$ cat src/pkg/dnc_pkg.sv
// Shared constants for the drive network control word bank.
package dnc_pkg;

  // ----------------------------------------------------------------
  // Parameter numbers used to reach each word over the parameter port
  // ----------------------------------------------------------------
  localparam logic [9:0] DNC_NUM_STATE    = 10'h2a8; // Drive state word, read only.
  localparam logic [9:0] DNC_NUM_SPEED    = 10'h2a9; // Speed monitor word, read only.
  localparam logic [9:0] DNC_NUM_COMMAND  = 10'h2aa; // Network command word.
  localparam logic [9:0] DNC_NUM_SETPOINT = 10'h2ab; // Network speed setpoint.

  // ----------------------------------------------------------------
  // Field positions of the drive state word (upper bits)
  // ----------------------------------------------------------------
  localparam int DNC_ST_LOW_W    = 11;  // Bits 0 to 10 come from the drive core as they are.
  localparam int DNC_ST_INCHING  = 11;
  localparam int DNC_ST_REMOTE   = 12;
  localparam int DNC_ST_UNDERVOLT = 13;
  localparam int DNC_ST_PID_AUTO = 14;
  localparam int DNC_ST_FAULT    = 15;

  // ----------------------------------------------------------------
  // Field positions of the network command word
  // ----------------------------------------------------------------
  localparam int DNC_CMD_RUN      = 0;
  localparam int DNC_CMD_ENABLE   = 1;
  localparam int DNC_CMD_DIR      = 2;
  localparam int DNC_CMD_INCHING  = 3;
  localparam int DNC_CMD_REMOTE   = 4;
  localparam int DNC_CMD_RAMP2    = 5;
  localparam int DNC_CMD_QSTOP    = 6;
  localparam int DNC_CMD_FRESET   = 7;
  localparam int DNC_CMD_LIVE_W   = 8;  // Bits 8 to 15 are reserved.

  // ----------------------------------------------------------------
  // Widths, reset values and speed scale
  // ----------------------------------------------------------------
  localparam int               DNC_WORD_W       = 16;
  localparam int               DNC_SPEED_IN_W   = 20; // Speed magnitude from the core, 13-bit scale.
  localparam logic [15:0]      DNC_WORD_RESET   = 16'h0000;
  localparam logic [7:0]       DNC_CMD_RESET    = 8'h00;
  localparam logic signed [15:0] DNC_SPEED_RATED = 16'sh2000; // Rated frequency on the 13-bit scale.
  localparam logic signed [20:0] DNC_SAT_MAX    = 21'sh007fff; // Saturation ceiling, 32767.
  localparam logic signed [20:0] DNC_SAT_MIN    = -21'sh008000; // Saturation floor, -32768.

endpackage

$ cat src/hw/dnc_speed_sat.sv
// Signed speed saturation from the core's wide value to a 16-bit network word.
`timescale 1ns/1ps

module dnc_speed_sat
  import dnc_pkg::*;
(
  input  wire logic [dnc_pkg::DNC_SPEED_IN_W-1:0] i_mag,      // Speed magnitude, 13-bit scale.
  input  wire logic                               i_reverse,  // High while turning in reverse.
  output logic signed [15:0]                      o_word      // Signed, saturated speed word.
);

  logic signed [20:0] signed_val;

  // ----------------------------------------------------------------
  // Sign and clamp
  // ----------------------------------------------------------------
  // reverse gives negative
  // The magnitude is widened by one bit first so negation never overflows.
  always_comb begin
    if (i_reverse) begin
      signed_val = -$signed({1'b0, i_mag});
    end else begin
      signed_val = $signed({1'b0, i_mag});
    end
  end

  // clamp not wrap
  // A wrap would flip the sign seen by the master, so we pin to the rails.
  always_comb begin
    if (signed_val > DNC_SAT_MAX) begin
      o_word = DNC_SAT_MAX[15:0];
    end else if (signed_val < DNC_SAT_MIN) begin
      o_word = DNC_SAT_MIN[15:0];
    end else begin
      o_word = signed_val[15:0];
    end
  end

endmodule

$ cat src/hw/dnc_words.sv
// Network-facing status, speed, command and setpoint words of the drive.
`timescale 1ns/1ps

// What this block does
// - State word bit 11 shows whether the inching function is active.
// - State word bit 12 shows remote (1) or local (0) mode.
// - State word bit 13 shows an undervoltage condition.
// - State word bit 14 shows process controller automatic (1) or manual (0).
// - State word bit 15 shows a detected fault; number lives elsewhere.
// - Speed monitor word is signed, 8192 equals rated frequency, linear.
// - Speed monitor word is negative while the motor turns in reverse.
// - Network speed values saturate at 32767 and -32768, never wrap.
// - Command word is writable only from the serial interface.
// - Commands act only when serial command source is selected, except bit 2, which sets the direction output from any source.
// - Command bit 0 runs up the ramp or stops along it.
// - Command bit 1 enables the drive or cuts motor power.
// - Command bit 2 keeps or inverts the reference direction.
// - Command bit 3 enables or disables the inching function.
// - Command bit 4 requests remote or local mode.
// - Command bit 5 picks second or first ramp time pair.
// - Command bit 6 quick stops, not allowed in scalar or vector-voltage control.
// - Command bit 7 resets a present fault; zero does nothing.
// - Command word resets to zero; bits 8 to 15 carry no command.
// - Speed setpoint is signed, serial-writable only, resets to zero.
// - Serial setpoint is used as reference only when the active source selects it; its sign sets the direction output from any source.
// - Setpoint uses the signed 13-bit scale, 8192 equals rated frequency.
// - Direction is forward when bit 2 agrees with a positive setpoint.
module dnc_words
  import dnc_pkg::*;
(
  input  wire logic                               i_clk,            // Clock, 100 MHz.
  input  wire logic                               i_rst,            // Synchronous reset, active high.
  // Parameter access port.
  input  wire logic                               i_wr_en,          // Write request strobe.
  input  wire logic                               i_rd_en,          // Read request strobe.
  input  wire logic                               i_src_serial,     // Request comes from the serial link.
  input  wire logic [9:0]                         i_num,            // Parameter number.
  input  wire logic [15:0]                        i_wdata,          // Write data.
  output logic [15:0]                             o_rdata,          // Read data, registered.
  output logic                                    o_ack,            // Request accepted, one cycle.
  output logic                                    o_refused,        // Request refused, one cycle.
  // Drive core state.
  input  wire logic [dnc_pkg::DNC_ST_LOW_W-1:0]   i_status_low,     // State bits 0 to 10.
  input  wire logic                               i_inching_active, // Inching function running.
  input  wire logic                               i_remote_mode,    // Drive is in remote mode.
  input  wire logic                               i_undervoltage,   // Undervoltage present.
  input  wire logic                               i_pid_auto,       // Process controller automatic.
  input  wire logic                               i_fault,          // A fault is present.
  input  wire logic [dnc_pkg::DNC_SPEED_IN_W-1:0] i_speed_mag,      // Speed magnitude, 13-bit scale.
  input  wire logic                               i_motor_reverse,  // Motor turning in reverse.
  // Configuration.
  input  wire logic                               i_cmd_src_serial, // Commands taken from serial.
  input  wire logic                               i_ref_serial_loc, // Local reference source is serial.
  input  wire logic                               i_ref_serial_rem, // Remote reference source is serial.
  input  wire logic                               i_ctrl_no_qstop,  // Scalar or vector-voltage control.
  // Command outputs to the drive core.
  output logic                                    o_run,            // Run up the ramp, else ramp stop.
  output logic                                    o_enable,         // Drive enabled for the motor.
  output logic                                    o_dir_fwd,        // Effective direction forward.
  output logic                                    o_inching,        // Inching function enabled.
  output logic                                    o_remote_req,     // Remote mode requested.
  output logic                                    o_ramp_second,    // Use second ramp time pair.
  output logic                                    o_quick_stop,     // Quick stop requested.
  output logic                                    o_fault_reset,    // Fault reset, one-cycle pulse.
  output logic                                    o_cmd_active,     // Serial command set is in force.
  output logic                                    o_ref_active,     // Serial setpoint is in force.
  output logic signed [15:0]                      o_speed_ref       // Setpoint, 13-bit scale.
);

  // ----------------------------------------------------------------
  // Storage and decode
  // ----------------------------------------------------------------
  logic [DNC_CMD_LIVE_W-1:0] cmd_ff;
  logic signed [15:0]        setpoint_ff;
  logic signed [15:0]        speed_word;
  logic [15:0]               state_word;
  logic                      hit_state;
  logic                      hit_speed;
  logic                      hit_cmd;
  logic                      hit_set;
  logic                      hit_any;
  logic                      wr_ok;
  logic                      wr_cmd;
  logic                      wr_set;
  logic                      ref_sel;
  logic [15:0]               nxt_rdata;

  assign hit_state = (i_num == DNC_NUM_STATE);
  assign hit_speed = (i_num == DNC_NUM_SPEED);
  assign hit_cmd   = (i_num == DNC_NUM_COMMAND);
  assign hit_set   = (i_num == DNC_NUM_SETPOINT);
  assign hit_any   = hit_state | hit_speed | hit_cmd | hit_set;

  // serial-only command writes
  // Other sources see both writable words as read only and get a refusal.
  assign wr_ok  = i_wr_en & i_src_serial & (hit_cmd | hit_set);
  assign wr_cmd = wr_ok & hit_cmd;
  assign wr_set = wr_ok & hit_set;

  always_comb begin
    state_word                   = {i_fault, i_pid_auto, i_undervoltage, i_remote_mode, i_inching_active,
                                    i_status_low};
    state_word[DNC_ST_INCHING]   = i_inching_active;
    state_word[DNC_ST_REMOTE]    = i_remote_mode;
    state_word[DNC_ST_UNDERVOLT] = i_undervoltage;
    state_word[DNC_ST_PID_AUTO]  = i_pid_auto;
    state_word[DNC_ST_FAULT]     = i_fault;
  end

  // signed speed monitor
  // The leaf clamps the core's wide value to the 16-bit word.
  dnc_speed_sat u_sat (
    .i_mag     (i_speed_mag),
    .i_reverse (i_motor_reverse),
    .o_word    (speed_word)
  );

  // ----------------------------------------------------------------
  // Writable words
  // ----------------------------------------------------------------
  // command word reset zero
  // reserved bits dropped
  // Only the eight live bits are stored, so reserved writes cannot leak anywhere.
  always_ff @(posedge i_clk) begin
    if (i_rst) begin
      cmd_ff <= DNC_CMD_RESET;
    end else if (wr_cmd) begin
      cmd_ff <= i_wdata[DNC_CMD_LIVE_W-1:0];
    end
  end

  // setpoint stored as scaled
  // The value is kept as written; the scale is the drive core's to apply.
  always_ff @(posedge i_clk) begin
    if (i_rst) begin
      setpoint_ff <= DNC_WORD_RESET;
    end else if (wr_set) begin
      setpoint_ff <= i_wdata;
    end
  end

  // ----------------------------------------------------------------
  // Read and answer path
  // ----------------------------------------------------------------
  always_comb begin
    nxt_rdata = DNC_WORD_RESET;
    if (hit_state) begin
      nxt_rdata = state_word;
    end else if (hit_speed) begin
      nxt_rdata = speed_word;
    end else if (hit_cmd) begin
      nxt_rdata = {{(DNC_WORD_W-DNC_CMD_LIVE_W){1'b0}}, cmd_ff};
    end else if (hit_set) begin
      nxt_rdata = setpoint_ff;
    end
  end

  // A read holds its data until the next accepted read, so a slow master need not hurry.
  always_ff @(posedge i_clk) begin
    if (i_rst) begin
      o_rdata <= DNC_WORD_RESET;
    end else if (i_rd_en && hit_any) begin
      o_rdata <= nxt_rdata;
    end
  end

  // Answer one cycle after the strobe; a write wins when both strobes come together.
  always_ff @(posedge i_clk) begin
    if (i_rst) begin
      o_ack     <= 1'b0;
      o_refused <= 1'b0;
    end else if (i_wr_en) begin
      o_ack     <= wr_ok;
      o_refused <= ~wr_ok;
    end else begin
      o_ack     <= i_rd_en & hit_any;
      o_refused <= i_rd_en & ~hit_any;
    end
  end

  // ----------------------------------------------------------------
  // Command outputs to the drive core
  // ----------------------------------------------------------------
  // commands gated by source
  // ramp pair select
  // When serial is not the command source every output drops to its idle level.
  always_ff @(posedge i_clk) begin
    if (i_rst) begin
      o_cmd_active  <= 1'b0;
      o_run         <= 1'b0;
      o_enable      <= 1'b0;
      o_inching     <= 1'b0;
      o_remote_req  <= 1'b0;
      o_ramp_second <= 1'b0;
    end else begin
      o_cmd_active  <= i_cmd_src_serial;
      o_run         <= i_cmd_src_serial & cmd_ff[DNC_CMD_RUN];
      o_enable      <= i_cmd_src_serial & cmd_ff[DNC_CMD_ENABLE];
      o_inching     <= i_cmd_src_serial & cmd_ff[DNC_CMD_INCHING];
      o_remote_req  <= i_cmd_src_serial & cmd_ff[DNC_CMD_REMOTE];
      o_ramp_second <= i_cmd_src_serial & cmd_ff[DNC_CMD_RAMP2];
    end
  end

  // quick stop blocked by control type
  always_ff @(posedge i_clk) begin
    if (i_rst) begin
      o_quick_stop <= 1'b0;
    end else begin
      o_quick_stop <= i_cmd_src_serial & cmd_ff[DNC_CMD_QSTOP] & ~i_ctrl_no_qstop;
    end
  end

  // fault reset pulse
  // Issued once per write carrying bit 7, so a stuck bit does not reset again and again.
  always_ff @(posedge i_clk) begin
    if (i_rst) begin
      o_fault_reset <= 1'b0;
    end else begin
      o_fault_reset <= wr_cmd & i_wdata[DNC_CMD_FRESET] & i_fault & i_cmd_src_serial;
    end
  end

  // setpoint source select
  // The situation that counts is the present local or remote mode.
  assign ref_sel = i_remote_mode ? i_ref_serial_rem : i_ref_serial_loc;

  // direction from bit and sign
  // A zero setpoint counts as positive, so bit 2 alone decides its direction.
  always_ff @(posedge i_clk) begin
    if (i_rst) begin
      o_ref_active <= 1'b0;
      o_speed_ref  <= DNC_WORD_RESET;
      o_dir_fwd    <= 1'b0;
    end else begin
      o_ref_active <= ref_sel;
      o_speed_ref  <= ref_sel ? setpoint_ff : DNC_WORD_RESET;
      o_dir_fwd    <= cmd_ff[DNC_CMD_DIR] ? ~setpoint_ff[DNC_WORD_W-1] : setpoint_ff[DNC_WORD_W-1];
    end
  end

  // ----------------------------------------------------------------
  // Assertions
  // ----------------------------------------------------------------
  a_state_fault_bit: assert property (
    @(posedge i_clk) disable iff (i_rst)
    (i_rd_en && !i_wr_en && hit_state) |=> (o_rdata[DNC_ST_FAULT] == $past(i_fault) && o_ack))
    else $error("Fault bit of state word read back wrong.");

  a_state_mode_bits: assert property (
    @(posedge i_clk) disable iff (i_rst)
    (i_rd_en && !i_wr_en && hit_state) |=>
      (o_rdata[DNC_ST_REMOTE] == $past(i_remote_mode) && o_rdata[DNC_ST_INCHING] == $past(i_inching_active)))
    else $error("Mode bits of state word read back wrong.");

  a_speed_sign_rev: assert property (
    @(posedge i_clk) disable iff (i_rst)
    (i_rd_en && !i_wr_en && hit_speed && i_motor_reverse && i_speed_mag != '0) |=> o_rdata[DNC_WORD_W-1])
    else $error("Reverse speed did not read negative.");

  a_speed_sat_top: assert property (
    @(posedge i_clk) disable iff (i_rst)
    (i_rd_en && !i_wr_en && hit_speed && !i_motor_reverse && i_speed_mag[DNC_SPEED_IN_W-1])
      |=> (o_rdata == DNC_SAT_MAX[15:0]))
    else $error("Speed word did not saturate at the top.");

  a_cmd_serial_only: assert property (
    @(posedge i_clk) disable iff (i_rst)
    (i_wr_en && !i_src_serial && hit_cmd) |=> ($stable(cmd_ff) && o_refused && !o_ack))
    else $error("Non-serial write changed the command word.");

  a_cmd_reserved_z: assert property (
    @(posedge i_clk) disable iff (i_rst)
    (i_rd_en && !i_wr_en && hit_cmd) |=> (o_rdata[15:DNC_CMD_LIVE_W] == '0))
    else $error("Reserved command bits read nonzero.");

  a_run_follows_cmd: assert property (
    @(posedge i_clk) disable iff (i_rst)
    (wr_cmd && i_cmd_src_serial) ##1 i_cmd_src_serial |=> (o_run == $past(i_wdata[DNC_CMD_RUN], 2)))
    else $error("Run output did not follow command bit 0.");

  a_gate_by_source: assert property (
    @(posedge i_clk) disable iff (i_rst)
    !i_cmd_src_serial |=> !(o_run || o_enable || o_inching || o_remote_req || o_quick_stop))
    else $error("Command output active without serial source.");

  a_qstop_blocked: assert property (
    @(posedge i_clk) disable iff (i_rst)
    i_ctrl_no_qstop |=> !o_quick_stop)
    else $error("Quick stop in a control type that forbids it.");

  a_freset_pulse: assert property (
    @(posedge i_clk) disable iff (i_rst)
    o_fault_reset |-> ($past(wr_cmd) && $past(i_fault) && $past(i_wdata[DNC_CMD_FRESET]))
      ##1 (!o_fault_reset || $past(wr_cmd)))
    else $error("Fault reset pulse without cause or too long.");

  a_setpoint_hold: assert property (
    @(posedge i_clk) disable iff (i_rst)
    (i_wr_en && !i_src_serial && hit_set) |=> $stable(setpoint_ff))
    else $error("Non-serial write changed the setpoint.");

  a_ref_source: assert property (
    @(posedge i_clk) disable iff (i_rst)
    (!i_remote_mode && !i_ref_serial_loc) |=> (!o_ref_active && o_speed_ref == DNC_WORD_RESET))
    else $error("Serial setpoint used with another local source.");

  a_direction_map: assert property (
    @(posedge i_clk) disable iff (i_rst)
    (cmd_ff[DNC_CMD_DIR] && setpoint_ff < 0) |=> !o_dir_fwd)
    else $error("Direction wrong for bit 2 set and negative setpoint.");

  a_cmd_reset_zero: assert property (
    @(posedge i_clk) $fell(i_rst) |-> (cmd_ff == DNC_CMD_RESET && setpoint_ff == DNC_WORD_RESET))
    else $error("Writable words not zero after reset.");

  a_enable_follows: assert property (
    @(posedge i_clk) disable iff (i_rst)
    i_cmd_src_serial |=> (o_enable == $past(cmd_ff[DNC_CMD_ENABLE])))
    else $error("Enable output did not follow command bit 1.");

  a_ramp_pair_sel: assert property (
    @(posedge i_clk) disable iff (i_rst)
    i_cmd_src_serial |=> (o_ramp_second == $past(cmd_ff[DNC_CMD_RAMP2])))
    else $error("Ramp pair output did not follow command bit 5.");

  a_ref_remote_use: assert property (
    @(posedge i_clk) disable iff (i_rst)
    (i_remote_mode && i_ref_serial_rem) |=> (o_ref_active && o_speed_ref == $past(setpoint_ff)))
    else $error("Serial setpoint not used with serial remote source.");

  c_serial_cmd_write: cover property (@(posedge i_clk) disable iff (i_rst) wr_cmd ##1 o_ack);
  c_refused_write: cover property (@(posedge i_clk) disable iff (i_rst) i_wr_en && !i_src_serial ##1 o_refused);
  c_fault_reset: cover property (@(posedge i_clk) disable iff (i_rst) o_fault_reset);
  c_reverse_speed: cover property (@(posedge i_clk) disable iff (i_rst) i_rd_en && hit_speed && i_motor_reverse);

endmodule

$ cat config.mk
export PLATFORM = sky130hd
export DESIGN_NAME = dnc_words
export DESIGN_NICKNAME = d
export VERILOG_FILES = /design/src/pkg/dnc_pkg.sv /design/src/hw/dnc_speed_sat.sv /design/src/hw/dnc_words.sv
export SDC_FILE = /design/constraint.sdc
export NUM_CORES = 1
export LEC_CHECK = 0
export BUFFER_PORTS_ARGS = -buffer_cell sky130_fd_sc_hd__buf_2
export CAP_MARGIN = 20
export CORE_MARGIN = 2
export CORE_UTILIZATION = 25
export CTS_CLUSTER_DIAMETER = 120
export DETAILED_ROUTE_END_ITERATION = 6
export HOLD_SLACK_MARGIN = 0.12
export SYNTH_ARGS = -nofsm -noshare
export SYNTH_HDL_FRONTEND = slang
export SYNTH_HIERARCHICAL = 1
export SYNTH_SLANG_ARGS = --single-unit
$ cat constraint.sdc
create_clock -name i_clk -period 3.25 [get_ports i_clk]
set_input_delay 0.65 -clock i_clk [delete_from_list [all_inputs] [get_ports i_clk]]
set_output_delay 0.65 -clock i_clk [all_outputs]
set_load 0.02 [all_outputs]
==> metrics.md <==
| Metric | Value |
|---|---|
| Total routed wirelength | 12.2 mm |
| Fraction of layout cells with a size suffix above 1 | 0.424 |
| Clock Tree Buf Depth | 2 |
| Nets@finish | 599 |
| Die X-Extent | 128 um |
| TritonCTS clock tree | done |
| Synth unique cells | 64 |
| Asr flop ratio synth | 0 |
| Antenna Nets Post-Route | 0 |
| Synthesized area per cell | 9.89 um^2 |
| Top fanout value on the critical path | 8 |
| Vias in the first global route | 3515 |
| Synth cell count leaders | 68 x dfxtp_1, 42 x nand2b_1, 25 x mux2i_1 |
| Critical Path Sink Type | flop |
| Slew headroom | 0.582 |
| Initial antenna violation count | 2 |
| P_sw | 0.548 mW |
| Hold Buf Count CTS | 0 |
| Sw Share | 0.236 |
| Global-route wire length before repair | 18.8 mm |
| Area contributors post-synth | dfxtp_1 36%, nand2b_1 6.9%, mux2i_1 6.5% |
| Most numerous cell in the Yosys netlist | dfxtp_1 |
| Overall power | 2.33 mW |
| GRT Util Overall | 0.149 |
| Combinational Power Share | 0.144 |
| Largest area contributor in the netlist | dfxtp_1 |
| Reg area | 1360 um^2 |
| LEAKAGE | 2.19 nW |
| Largest net degree at the start of global routing | 47 |
| Hold Path Class | flop to flop |
| Slew Viols, Final | 0 |
| Max Fclk | 313 MHz |
| Row cnt | 45 |
| CTS clk-pin slew, worst paths | 0.05 ns |
| Mapped Area | 3830 um^2 |
| Routability cong. | 0.865 |
| Die area | 16300 um^2 |
| Core area | 15100 um^2 |
| DP Area | 4730 um^2 |
| Initial Util | 0.254 |
| PwrDens | 441 nW/um^2 |
| Root buf cell | clkbuf_16 |
| Total nets after synthesis | 460 |
| Fill cell count | 1532 |
| Sequential-to-total area share from yosys stat | 0.356 |
| I/O Buffers | 115 |
| Max Cap Violations | 0 |
| Syn-to-layout area delta | 37.9% |
| Worst skew pair latency | 0.33 ns |
| Synth Instances | 387 |
| Die height | 128 um |
| Final hold vios | 0 |
| DP HPWL | 9.33 mm |
| Outcome | completed |
| Worst endpoint required time | 3.45 ns |
| Int Power | 1.78 mW |
| Seq pwr share | 0.360 |
| Multi-input gate area | 2390 um^2 |
| Vias | 3492 |
| Worst-margin pin slew | 0.624 ns |
| Drt drc | 0 |
| Worst Setup Start Kind | primary input |
| Period utilization | 0.984 |
| CP arrival | 3.40 ns |
| Clock Sinks | 68 |
| Number of synthesized flops with an enable pin | 0 |
| Skew final | 0.00435 ns |
| Yosys synthesis warning count | 6 |
| Critical path class | primary input to flop |
| CTS H-Tree Depth | 3 |
| Wire length per cell | 16.9 um |
| Boundary Pins | 116 |
| Final Cell Area | 5280 um^2 |
| Initial DRC Count | 174 |
| Drt pass-1 iters | 4 |
| TritonCTS buffer count | 9 |
| Top FF cell, synth | dfxtp_1 |
| Final setup violation count | 0 |
| Post-synth top area share | 0.356 |
| Synth Register Bits | 68 |
| GRT overflow | 0 |
| Unrepaired setup endpoints after global routing | true |
| Max VDD drop | 0.255 mV |
| Clock Power Share | 0.496 |
| Period minus WS final | 3.20 ns |
| Via-per-instance ratio | 4.85 |
-- timing repair --
action,CTS,global route
pin swaps,0,16
setup endpoints to repair,4,15
gates resized for setup,3,23
gates cloned,0,0
setup buffers,0,2
-- area by class of cell --
| cell class | instances | area share |
|---|---|---|
| repair buffers | 159 | 0.175 |
| multi-input cells | 283 | 0.452 |
| diodes | 1 | 0.000474 |
| inverters | 5 | 0.00356 |
| clock buffers | 12 | 0.0486 |
| clock inverters | 4 | 0.0180 |
| flip-flops and latches | 68 | 0.258 |
| well taps | 188 | 0.0446 |
-- cell usage in the layout, fill, tap and decap left out, types with 12 or more instances in the layout --
| master | synthesis | routed |
|---|---|---|
| buf_2 | 4 | 113 |
| dfxtp_1 | 68 | 68 |
| buf_4 | 7 | 43 |
| nand2b_1 | 42 | 42 |
| mux2i_1 | 25 | 25 |
| nand2_1 | 23 | 22 |
| and2_1 | 21 | 21 |
| nor3_1 | 14 | 13 |
| o31ai_1 | 12 | 12 |
| xnor2_1 | 12 | 12 |
| o221ai_1 | 12 | 12 |
-- kinds of logic (layout without fill, tap and decap cells) --
group           count (synthesis)  count (layout)  share of synthesized area
other cells                     0               1                          0
buf+inv                        36             180                     0.0621
flops                          68              68                      0.356
fa+ha+maj                       1               1                    0.00327
compound gates                 79              79                      0.159
xor+xnor                       18              18                     0.0432
mux                            41              41                      0.136
simple gates                  144             144                      0.241
-- power groups by stage --
stage / Sequential [mW] / Combinational, mW / Clock [mW]
after global routing: 0.837 / 0.364 / 1.21
after floorplan: 0.859 / 0.177 / 0
after detailed placement: 0.855 / 0.310 / 0
after global placement: 0.855 / 0.304 / 0
final: 0.837 / 0.336 / 1.15
after CTS: 0.837 / 0.314 / 1.18
-- layer usage --
layer  up-vias  wire (um)  global-route usage
met5         -         13                   0
met4         2        165              0.0317
met3        16        673              0.0426
met2       108       5780               0.255
met1      1640       5560               0.186
li1       1726          -                   -
-- stage by stage --
stage                     setup slack [ns]  hold WS, ns  setup TNS [ns]  std cells  utilization
after floorplan                    0.00585        0.445               0        387            -
after global placement              -0.316        0.456           -3.61        701        0.314
after detailed placement            -0.364        0.475           -4.61        701        0.314
after CTS                          0.00226        0.484               0        717        0.338
after global routing               -0.0255        0.494         -0.0748        719        0.350
final                               0.0531        0.481               0        720        0.350
-- final timing paths --
check / from / endpoint / slack, ns / depth (start not counted)
setup reg to reg: setpoint_ff[6] / o_rdata[6] / 2.11 / 3
hold reg to reg: o_rdata[7] / o_rdata[7] / 0.48 / 2
setup / recovery: i_speed_mag[2] / o_rdata[6] / 0.05 / 10
hold / removal: o_rdata[7] / o_rdata[7] / 0.48 / 2
-- critical path, stage by stage --
cell     delay, ns
buf_6         0.09
or4_4         0.58
o41ai_4       0.43
xor2_2        0.24
nand4_4       0.23
o31ai_4       0.40
o21ai_2       0.10
mux4_2        0.49
nand4_1       0.12
a21oi_1       0.07
-- registers in the layout (all words and copies together), names as in the netlist --
register       count
setpoint_ff       16
o_inching          1
o_speed_ref       16
o_dir_fwd          1
o_quick_stop       1
o_rdata           16
o_enable           1
o_refused          1
o_ramp_second      1
o_run              1
o_fault_reset      1
cmd_ff             8
o_ref_active       1
o_remote_req       1
o_cmd_active       1
o_ack              1
Power figures use the tool's default switching activity.
